===== config.mk =====
export PLATFORM = sky130hd
export DESIGN_NAME = pwm_output_control
export DESIGN_NICKNAME = d
export VERILOG_FILES = /design/src/inc/pwm_out_pkg.sv /design/src/logic/deadband_delay.sv /design/src/logic/pwm_output_control.sv
export SDC_FILE = /design/constraint.sdc
export NUM_CORES = 1
export LEC_CHECK = 0
export ABC_AREA = 1
export BUFFER_PORTS_ARGS = -buffer_cell sky130_fd_sc_hd__buf_2
export CELL_PAD_IN_SITES_DETAIL_PLACEMENT = 0
export CELL_PAD_IN_SITES_GLOBAL_PLACEMENT = 2
export CORE_MARGIN = 3
export CORE_UTILIZATION = 31
export CTS_BUF_LIST = sky130_fd_sc_hd__clkbuf_16
export DETAILED_ROUTE_END_ITERATION = 6
export GPL_ROUTABILITY_DRIVEN = 0
export GPL_TIMING_DRIVEN = 1
export PLACE_DENSITY = 0.93
export RECOVER_POWER = 50
export SYNTH_ARGS = -nofsm -noshare
export SYNTH_HDL_FRONTEND = slang
export SYNTH_SLANG_ARGS = --single-unit

===== constraint.sdc =====
create_clock -name clk_sys -period 2.2 [get_ports clk_sys]
set_input_delay 0.33 -clock clk_sys [delete_from_list [all_inputs] [get_ports clk_sys]]
set_output_delay 0.33 -clock clk_sys [all_outputs]
set_load 0.02 [all_outputs]

===== src/inc/pwm_out_pkg.sv =====
// Constants shared by the enhanced PWM output-control block
package pwm_out_pkg;
   // Register byte offsets on the bus
   localparam logic [4:0] OFS_UNIT_CTRL = 5'h00;
   localparam logic [4:0] OFS_SHD_CTRL = 5'h04;
   localparam logic [4:0] OFS_STEER_CTRL = 5'h08;
   localparam logic [4:0] OFS_RST_DB_CTRL = 5'h0c;
   localparam logic [4:0] OFS_STATUS = 5'h10;
   // Reset values
   localparam logic [7:0] RST_UNIT_CTRL = 8'h00;
   localparam logic [7:0] RST_SHD_CTRL = 8'h00;
   localparam logic [7:0] RST_STEER_CTRL = 8'h01;
   localparam logic [7:0] RST_RST_DB_CTRL = 8'h00;
   // Unit control fields
   localparam int MODE_LSB = 0;
   localparam int MODE_POL_AC = 1;
   localparam int MODE_POL_BD = 0;
   localparam int MODE_SEL_LSB = 2;
   localparam int BRIDGE_LSB = 6;
   localparam logic [1:0] MODE_PWM = 2'h3;
   localparam logic [1:0] BRIDGE_SINGLE = 2'h0;
   localparam logic [1:0] BRIDGE_FULL_FWD = 2'h1;
   localparam logic [1:0] BRIDGE_HALF = 2'h2;
   localparam logic [1:0] BRIDGE_FULL_REV = 2'h3;
   // Shutdown control fields
   localparam int SHD_FLAG_BIT = 7;
   localparam int SHD_SRC_LSB = 4;
   localparam int SHD_AC_LSB = 2;
   localparam int SHD_BD_LSB = 0;
   localparam int SRC_COMP1 = 0;
   localparam int SRC_COMP2 = 1;
   localparam int SRC_FAULT = 2;
   localparam logic [1:0] SHD_DRIVE_LOW = 2'h0;
   localparam logic [1:0] SHD_DRIVE_HIGH = 2'h1;
   localparam int SHD_TRISTATE_BIT = 1;
   // Steering control fields
   localparam int STEER_SYNC_BIT = 4;
   // Restart and dead-band control fields
   localparam int RESTART_EN_BIT = 7;
   localparam int DB_COUNT_W = 7;
   // Status register fields
   localparam int STAT_TPF_BIT = 0;
   localparam int STAT_LEVEL_BIT = 1;
   localparam int STAT_RUN_BIT = 2;
   localparam int STAT_STEER_LSB = 4;
   // One instruction cycle is four oscillator periods
   localparam int TOSC_PER_TCY = 4;
   typedef enum logic [1:0] {START_IDLE, START_FIRST, START_RUN} startup_t;
endpackage


===== src/logic/deadband_delay.sv =====
// Dead-band delay for one half-bridge output
`timescale 1ns/1ns
module deadband_delay #(
   parameter int DB_W = 7
) (
   // Clock and reset
   input wire logic clk_sys,
   input wire logic rst_n,
   // Timing
   input wire logic tcy_tick,
   input wire logic [DB_W-1:0] delay,
   // Request and delayed output
   input wire logic req,
   output logic out_active
);
   logic [DB_W-1:0] cnt_ff, nxt_cnt;
   logic act_ff, nxt_act;
   logic req_ff, nxt_req;

   if (DB_W < 1) begin : g_chk
      $error("deadband_delay: DB_W must be at least 1");
   end

   // Delay only the rising request; the falling one is passed at once
   always_comb begin
      nxt_req = req;
      nxt_cnt = cnt_ff;
      nxt_act = act_ff;
      if (!req) begin
         nxt_cnt = '0;
         nxt_act = 1'b0; // RULE_04
      end else if (!req_ff) begin
         nxt_cnt = '0; // RULE_20
         nxt_act = (delay == '0);
      end else if (!act_ff && tcy_tick) begin
         // One extra tick covers the partial first cycle, so the band is never short
         if (cnt_ff >= delay) begin
            nxt_act = 1'b1; // RULE_20
         end else begin
            nxt_cnt = cnt_ff + 1'b1; // RULE_05
         end
      end
   end

   always_ff @(posedge clk_sys or negedge rst_n) begin
      if (!rst_n) begin
         cnt_ff <= '0;
         act_ff <= 1'b0;
         req_ff <= 1'b0;
      end else begin
         cnt_ff <= nxt_cnt;
         act_ff <= nxt_act;
         req_ff <= nxt_req;
      end
   end

   assign out_active = act_ff;
endmodule // deadband_delay


===== src/logic/pwm_output_control.sv =====
// Enhanced PWM output control: shutdown, restart, dead band, steering
//
// Function
// RULE_01: Auto restart only when restart enable set
// RULE_02: Restart on: flag held while source asserted
// RULE_03: Restart on: flag cleared when source goes
// RULE_04: Dead band only on inactive-to-active edge
// RULE_05: Dead band from low seven bits, Tcy
// RULE_06: Steering when mode 11, bridge config 00
// RULE_07: Same PWM on every steer-enabled pin
// RULE_08: Steering polarity from low mode bits
// RULE_09: Shutdown only touches enabled steered pins
// RULE_10: Sync 0: steer update right after write
// RULE_11: Sync 1: steer update at period start
// RULE_12: Bridge polarity per pair A/C, B/D
// RULE_13: Firmware sets polarity before enabling drivers
// RULE_14: Firmware waits one cycle before drivers
// RULE_15: Timer flag set as second period begins
// RULE_16: Shutdown sets flag, pins forced asynchronously
// RULE_17: Resume output only at next period
// RULE_18: Flag writes ignored while source present
// RULE_19: Restart off: flag kept until firmware clears
// RULE_20: Per-output dead-band counter restarts per request
//
// Implementation choices: the register addresses and the Avalon-MM register port.
`timescale 1ns/1ns
module pwm_output_control #(
   parameter int DB_W = 7
) (
   // Clock and reset
   input wire logic clk_sys,
   input wire logic rst_n,
   // Avalon-MM slave
   input wire logic [4:0] avs_address,
   input wire logic avs_read,
   input wire logic avs_write,
   input wire logic [31:0] avs_writedata,
   input wire logic [3:0] avs_byteenable,
   output logic [31:0] avs_readdata,
   output logic avs_waitrequest,
   // Period base and modulated signal
   input wire logic period_start,
   input wire logic pwm_in,
   // Shutdown sources
   input wire logic fault_input_n,
   input wire logic comp1_out,
   input wire logic comp2_out,
   // Output pins
   output logic out_a,
   output logic out_a_oe_n,
   output logic out_b,
   output logic out_b_oe_n,
   output logic out_c,
   output logic out_c_oe_n,
   output logic out_d,
   output logic out_d_oe_n,
   // Status
   output logic timer_period_flag
);
   localparam int TCY_W = $clog2(pwm_out_pkg::TOSC_PER_TCY);

   if (DB_W != pwm_out_pkg::DB_COUNT_W) begin : g_chk
      $error("pwm_output_control: DB_W must match the dead-band field");
   end

   // Bus slave
   logic ack_ff, nxt_ack;
   logic [31:0] rdata_ff, nxt_rdata;
   logic [7:0] unit_ctrl_ff, nxt_unit_ctrl;
   logic [7:0] shd_ctrl_ff, nxt_shd_ctrl;
   logic [7:0] steer_ctrl_ff, nxt_steer_ctrl;
   logic [7:0] rst_db_ctrl_ff, nxt_rst_db_ctrl;
   logic [3:0] steer_eff_ff, nxt_steer_eff;
   logic tpf_ff, nxt_tpf;
   logic run_ff, nxt_run;
   logic [TCY_W-1:0] tcy_ff, nxt_tcy;
   pwm_out_pkg::startup_t start_ff, nxt_start;
   logic do_wr, lane0;
   logic wr_unit, wr_shd, wr_steer, wr_rst_db, wr_stat;
   logic [7:0] stat_val;

   // Decoded controls
   logic [3:0] unit_mode_field;
   logic [1:0] bridge_output_config;
   logic [2:0] shutdown_source_select;
   logic [1:0] pair_ac_shutdown_state, pair_bd_shutdown_state;
   logic shutdown_event_flag, auto_restart_enable, steer_sync_select;
   logic [DB_W-1:0] deadband_count;
   logic pwm_mode, single_mode, half_mode;
   logic shd_level, shd_any, tcy_tick;
   logic [1:0] db_req, db_act;
   logic [3:0] pin_act, pin_en, pin_pol, pin_lvl, pin_o, pin_oe_n;

   assign avs_waitrequest = (avs_read || avs_write) && !ack_ff;
   assign avs_readdata = rdata_ff;
   assign do_wr = avs_write && ack_ff;
   assign lane0 = avs_byteenable[0];
   assign wr_unit = do_wr && lane0 && (avs_address == pwm_out_pkg::OFS_UNIT_CTRL);
   assign wr_shd = do_wr && lane0 && (avs_address == pwm_out_pkg::OFS_SHD_CTRL);
   assign wr_steer = do_wr && lane0 && (avs_address == pwm_out_pkg::OFS_STEER_CTRL);
   assign wr_rst_db = do_wr && lane0 && (avs_address == pwm_out_pkg::OFS_RST_DB_CTRL);
   assign wr_stat = do_wr && lane0 && (avs_address == pwm_out_pkg::OFS_STATUS);

   assign unit_mode_field = unit_ctrl_ff[pwm_out_pkg::MODE_LSB +: 4];
   assign bridge_output_config = unit_ctrl_ff[pwm_out_pkg::BRIDGE_LSB +: 2];
   assign shutdown_event_flag = shd_ctrl_ff[pwm_out_pkg::SHD_FLAG_BIT];
   assign shutdown_source_select = shd_ctrl_ff[pwm_out_pkg::SHD_SRC_LSB +: 3];
   assign pair_ac_shutdown_state = shd_ctrl_ff[pwm_out_pkg::SHD_AC_LSB +: 2];
   assign pair_bd_shutdown_state = shd_ctrl_ff[pwm_out_pkg::SHD_BD_LSB +: 2];
   assign steer_sync_select = steer_ctrl_ff[pwm_out_pkg::STEER_SYNC_BIT];
   assign auto_restart_enable = rst_db_ctrl_ff[pwm_out_pkg::RESTART_EN_BIT]; // RULE_01
   assign deadband_count = rst_db_ctrl_ff[DB_W-1:0]; // RULE_05

   assign pwm_mode = (unit_mode_field[3:2] == pwm_out_pkg::MODE_PWM);
   assign single_mode = pwm_mode && (bridge_output_config == pwm_out_pkg::BRIDGE_SINGLE); // RULE_06
   assign half_mode = pwm_mode && (bridge_output_config == pwm_out_pkg::BRIDGE_HALF);

   // Shutdown level is a pure level from the pins, so it forces outputs with no clock
   assign shd_level = (shutdown_source_select[pwm_out_pkg::SRC_COMP1] && comp1_out)
                   || (shutdown_source_select[pwm_out_pkg::SRC_COMP2] && comp2_out)
                   || (shutdown_source_select[pwm_out_pkg::SRC_FAULT] && !fault_input_n);
   assign shd_any = shd_level || shutdown_event_flag; // RULE_16

   assign stat_val = {steer_eff_ff, 1'b0, run_ff, shd_level, tpf_ff};

   // Register file and bus answer
   always_comb begin
      nxt_ack = (avs_read || avs_write) && !ack_ff;
      nxt_rdata = '0;
      if ((avs_read || avs_write) && !ack_ff) begin
         case (avs_address)
            pwm_out_pkg::OFS_UNIT_CTRL: nxt_rdata = {24'h000000, unit_ctrl_ff};
            pwm_out_pkg::OFS_SHD_CTRL: nxt_rdata = {24'h000000, shd_ctrl_ff};
            pwm_out_pkg::OFS_STEER_CTRL: nxt_rdata = {24'h000000, steer_ctrl_ff};
            pwm_out_pkg::OFS_RST_DB_CTRL: nxt_rdata = {24'h000000, rst_db_ctrl_ff};
            pwm_out_pkg::OFS_STATUS: nxt_rdata = {24'h000000, stat_val};
            default: nxt_rdata = '0;
         endcase
      end
      nxt_unit_ctrl = wr_unit ? avs_writedata[7:0] : unit_ctrl_ff;
      nxt_rst_db_ctrl = wr_rst_db ? avs_writedata[7:0] : rst_db_ctrl_ff;
      nxt_steer_ctrl = wr_steer ? {3'h0, avs_writedata[4:0]} : steer_ctrl_ff;
      nxt_shd_ctrl = shd_ctrl_ff;
      if (wr_shd) begin
         nxt_shd_ctrl[6:0] = avs_writedata[6:0];
         if (!shd_level) begin
            nxt_shd_ctrl[pwm_out_pkg::SHD_FLAG_BIT] =
               avs_writedata[pwm_out_pkg::SHD_FLAG_BIT]; // RULE_18
         end
      end
      // Hardware set beats any clear in the same cycle
      if (shd_level) begin
         nxt_shd_ctrl[pwm_out_pkg::SHD_FLAG_BIT] = 1'b1; // RULE_02
      end else if (auto_restart_enable) begin
         nxt_shd_ctrl[pwm_out_pkg::SHD_FLAG_BIT] = 1'b0; // RULE_03
      end
   end

   always_ff @(posedge clk_sys or negedge rst_n) begin
      if (!rst_n) begin
         ack_ff <= 1'b0;
         rdata_ff <= '0;
         unit_ctrl_ff <= pwm_out_pkg::RST_UNIT_CTRL;
         shd_ctrl_ff <= pwm_out_pkg::RST_SHD_CTRL;
         steer_ctrl_ff <= pwm_out_pkg::RST_STEER_CTRL;
         rst_db_ctrl_ff <= pwm_out_pkg::RST_RST_DB_CTRL;
      end else begin
         ack_ff <= nxt_ack;
         rdata_ff <= nxt_rdata;
         unit_ctrl_ff <= nxt_unit_ctrl;
         shd_ctrl_ff <= nxt_shd_ctrl;
         steer_ctrl_ff <= nxt_steer_ctrl;
         rst_db_ctrl_ff <= nxt_rst_db_ctrl;
      end
   end

   // Steering, restart, start-up and instruction-cycle timing
   always_comb begin
      nxt_steer_eff = steer_eff_ff;
      if (wr_steer && !avs_writedata[pwm_out_pkg::STEER_SYNC_BIT]) begin
         nxt_steer_eff = avs_writedata[3:0]; // RULE_10
      end else if (period_start && steer_sync_select) begin
         nxt_steer_eff = steer_ctrl_ff[3:0]; // RULE_11
      end
      nxt_run = run_ff;
      if (shd_any || !pwm_mode) begin
         nxt_run = 1'b0;
      end else if (period_start) begin
         nxt_run = 1'b1; // RULE_17
      end
      nxt_start = start_ff;
      nxt_tpf = tpf_ff;
      if (wr_stat && avs_writedata[pwm_out_pkg::STAT_TPF_BIT]) begin
         nxt_tpf = 1'b0;
      end
      case (start_ff)
         pwm_out_pkg::START_IDLE: begin
            if (pwm_mode && period_start) begin
               nxt_start = pwm_out_pkg::START_FIRST;
            end
         end
         pwm_out_pkg::START_FIRST, pwm_out_pkg::START_RUN: begin
            if (!pwm_mode) begin
               nxt_start = pwm_out_pkg::START_IDLE;
            end else if (period_start) begin
               nxt_start = pwm_out_pkg::START_RUN;
               nxt_tpf = 1'b1; // RULE_15
            end
         end
         default: nxt_start = pwm_out_pkg::START_IDLE;
      endcase
      nxt_tcy = tcy_ff + 1'b1;
      if (tcy_tick) begin
         nxt_tcy = '0;
      end
   end

   assign tcy_tick = (tcy_ff == TCY_W'(pwm_out_pkg::TOSC_PER_TCY - 1)); // RULE_05

   always_ff @(posedge clk_sys or negedge rst_n) begin
      if (!rst_n) begin
         steer_eff_ff <= pwm_out_pkg::RST_STEER_CTRL[3:0];
         run_ff <= 1'b0;
         start_ff <= pwm_out_pkg::START_IDLE;
         tpf_ff <= 1'b0;
         tcy_ff <= '0;
      end else begin
         steer_eff_ff <= nxt_steer_eff;
         run_ff <= nxt_run;
         start_ff <= nxt_start;
         tpf_ff <= nxt_tpf;
         tcy_ff <= nxt_tcy;
      end
   end

   assign timer_period_flag = tpf_ff;

   // Half-bridge primary and complementary outputs, each with its own dead band
   assign db_req = {!pwm_in && half_mode, pwm_in && half_mode};
   for (genvar i = 0; i < 2; i++) begin : g_db
      deadband_delay #(.DB_W(DB_W)) u_db (
         .clk_sys(clk_sys),
         .rst_n(rst_n),
         .tcy_tick(tcy_tick),
         .delay(deadband_count),
         .req(db_req[i]),
         .out_active(db_act[i])
      ); // RULE_20
   end

   // Pin order in vectors is {d, c, b, a}
   always_comb begin
      pin_act = '0;
      pin_en = '0;
      if (pwm_mode) begin
         case (bridge_output_config)
            pwm_out_pkg::BRIDGE_SINGLE: begin
               pin_act = {4{pwm_in}}; // RULE_07
               pin_en = steer_eff_ff; // RULE_09
            end
            pwm_out_pkg::BRIDGE_HALF: begin
               pin_act = {2'b00, db_act[1], db_act[0]}; // RULE_04
               pin_en = 4'h3;
            end
            pwm_out_pkg::BRIDGE_FULL_FWD: begin
               pin_act = {pwm_in, 2'b00, 1'b1};
               pin_en = 4'hf;
            end
            pwm_out_pkg::BRIDGE_FULL_REV: begin
               pin_act = {1'b0, 1'b1, pwm_in, 1'b0};
               pin_en = 4'hf;
            end
            default: pin_en = '0;
         endcase
      end
   end

   // Polarity is per pair in every PWM mode, steering included
   assign pin_pol = {unit_mode_field[pwm_out_pkg::MODE_POL_BD],
                     unit_mode_field[pwm_out_pkg::MODE_POL_AC],
                     unit_mode_field[pwm_out_pkg::MODE_POL_BD],
                     unit_mode_field[pwm_out_pkg::MODE_POL_AC]}; // RULE_08 RULE_12
   // Until the next period after a restart the pins sit at their inactive level
   assign pin_lvl = (run_ff ? pin_act : 4'h0) ^ pin_pol;

   for (genvar p = 0; p < 4; p++) begin : g_pin
      logic [1:0] sst;
      assign sst = (p % 2 == 0) ? pair_ac_shutdown_state : pair_bd_shutdown_state;
      always_comb begin
         pin_o[p] = 1'b0;
         pin_oe_n[p] = 1'b1;
         if (pin_en[p]) begin
            if (shd_any) begin
               pin_o[p] = (sst == pwm_out_pkg::SHD_DRIVE_HIGH); // RULE_16
               pin_oe_n[p] = sst[pwm_out_pkg::SHD_TRISTATE_BIT];
            end else begin
               pin_o[p] = pin_lvl[p];
               pin_oe_n[p] = 1'b0;
            end
         end
      end
   end

   assign {out_d, out_c, out_b, out_a} = pin_o;
   assign {out_d_oe_n, out_c_oe_n, out_b_oe_n, out_a_oe_n} = pin_oe_n;
endmodule // pwm_output_control


==> impl_metrics.ini <==
[die]
ioPinCount = 92
core_mm2 = 0.0123
fp.dieH_um = 120
die_w_um = 120
initial_core_util_pct = 32.5
dieArea_mm2 = 0.0143
num_rows = 40

[power]
p_per_area_mw_per_mm2 = 715
p_leak_nw = 2.37
max-vdd-ir-drop_mv = 0.405
power_mw = 3.31

[logic_synthesis]
synthMuxAreaShare_pct = 0
postSynthCellCount = 528
syn_area_mm2 = 0.00400
yosys_warnings = 0
synth-edff-count = 0
synth_top_family_by_area = simple AND/OR/NAND/NOR gates
synth_seq_area_share_pct = 41.3
synth_xor_area_share_pct = 1.31
asyncSetResetFlopFracSynth_pct = 100
synth_adder_area_share_pct = 5.63
synth.distinct_cells = 32
avgSynthCellArea_um2 = 7.58
synthSimpleGateAreaFrac_pct = 30.7
ys.flop_type = dfrtp_1
synth_compound_area_share_pct = 9.41
ys_ff_latch = 66

[worst_setup_path]
end_kind = output pin
cp-start-kind = register
crit_fanout = 6
r2r_start = rst_db_ctrl_ff[2]
critical_path.max_stage_delay_ns = 0.42
worstPathArrival_ns = 1.76
crit_buf_inv = 3
crit_start = unit_ctrl_ff[3]
crit_type = register to output pin
worstPathCellList = nand2_4 > inv_2 > nand2_1 > nor2_2 > buf_4 > nand3_1 > a21oi_1 > nor2_1 > buf_2
required_ns = 1.87
reg2reg_slack_ns = 0.30
crit_family = simple AND/OR/NAND/NOR gates
critPathSlowestCell = dfrtp_1

[global_routing]
grt_antenna_before_repair = 0
grtUsageTotal_pct = 14.7
grt_max_degree = 45
grt.overflow.total = 0
grt_pass1_vias = 3306
grt_pass1_wl_mm = 16.7

[clock_tree]
clock-sinks = 66
root_buffer = clkbuf_16
h-tree-depth = 3
cts_tree = done
path_clk_slew_ns = 0.06
insertion_delay_ns = 0.34
cts_made_buffers = 9
cts_max_path_buffers = 2

[sta]
finClkSkew_ns = 0.00703
finalHoldViolCount = 0
finalSetupTns_ns = 0
slew-limit-headroom_pct = 17.2
setup_viol = 0
fin_crit_sh_pct = 94.9
period_needed_ns = 2.09
slew_viol_final = 0
setup_ws_ns = 0.113
max_freq_ghz = 0.479
tightest_slew_ns = 1.24
rsz0062_at_grt = no
whs_ns = 0.225

[hold_path]
worstHoldStart = avs_writedata[1]
hp-class = primary input to register

[drt]
first_pass_iters = 4
ant_nets = 0
post-route-drc-count = 0
wire_per_inst_um = 13.1
viasPerCell = 4.58
drt-initial-drc-count = 163
wirelength_mm = 9.95
num_vias = 3467

[placement]
numPortBuffers = 40
place_ws_ns = 0.302
post-dp-hpwl_mm = 7.69

[layout]
syn2layout_area_growth_pct = 15.7
drive_above_1_share_pct = 13.2
n_antenna_cell = 0
mostFrequentLayoutCells = nand2_1, dfrtp_1, inv_1, nor2_1
final_common_cell = nand2_1
nets = 652
num-fill-cells = 1354
final-seq-area_mm2 = 0.00165
multi_input_area_mm2 = 0.00197

[outcome]
outcome = finished, final reports clean

[flow_run]
cap_violations = 0
synthesized netlist by cell type, types with 4 or more instances:
library cell / instances / share of area [%]
o22ai_1: 7 / 1.1
nand2_1: 145 / 14
nor3_1: 10 / 1.3
o21ai_0: 43 / 5.4
xor2_1: 4 / 0.87
ha_1: 18 / 5.6
nand3_1: 44 / 5.5
inv_2: 5 / 0.47
buf_4: 24 / 4.5
a21oi_1: 16 / 2.0
nor2_1: 49 / 4.6
dfrtp_1: 64 / 40
nand2_2: 4 / 0.62
nand2_4: 4 / 1.1
inv_1: 61 / 5.7
final cells by class:
cell class / count / area share, %
Clock buffer: 9 / 4.86
Clock inverter: 7 / 1.35
Inverter: 66 / 5.35
Multi-Input combinational cell: 392 / 42.6
Sequential cell: 66 / 35.7
Tap cell: 168 / 4.54
Timing Repair Buffer: 49 / 5.62
registers in the layout, summed over array words and instances, names as in the netlist, 4 cells and up:
name              cells
g_db.u_db.cnt_ff     14
avs_readdata          8
rst_db_ctrl_ff        8
shd_ctrl_ff           8
unit_ctrl_ff          8
steer_ctrl_ff         5
steer_eff_ff          4
metal layers:
metal,up-vias,global-route usage [%],part of all wire [%]
met5,-,0,0
met4,0,7.59,2.6
met3,15,2.26,4.4
met2,74,21.3,43
met1,1604,21.2,50
li1,1774,-,-
final timing paths:
check / to / cells after the start
max: out_d / 9
min: steer_eff_ff[1] / 3
max reg2reg: g_db[0].u_db.cnt_ff[4] / 9
min reg2reg: tcy_ff[0] / 1
max in group asynchronous: steer_ctrl_ff[0] / 3
min in group asynchronous: shd_ctrl_ff[3] / 2
logic make-up (layout without fill, tap and decap cells):
group | after synthesis | after routing
DFF | 66 | 66
and+or+nand+nor | 272 | 272
xor gates and xnor gates | 6 | 6
adders and majority gates | 18 | 18
other | 1 | 24
buffers and inverters | 93 | 131
AOI/OAI and AO/OA | 72 | 72
where the power goes:
group	internal, mW	switching [mW]
sequential	1.31	0.0596
combinational	0.179	0.366
clock	0.864	0.531
total	2.35	0.956
tightest hold or removal path, stage by stage:
cell and delay (ns):
buf_2 0.09, nand2_1 0.05, nand3_1 0.06
stage by stage:
step	util, %	cell area (um2)	cells
after floorplan	-	4090	551
after global placement	35.3	4340	738
after detailed placement	35.3	4340	738
after CTS	37.7	4640	755
after global routing	37.6	4630	757
final	37.6	4630	757
what timing repair did:
| action | 4_1_cts | 5_1_grt |
|---|---|---|
| gates resized for setup | 0 | 11 |
| endpoints found under the hold margin | 17 | 0 |
| hold buffers | 1 | 0 |
| setup endpoints to repair | 0 | 3 |
| buffers inserted | 0 | 2 |
No activity file was read; power rests on OpenSTA's default activity.
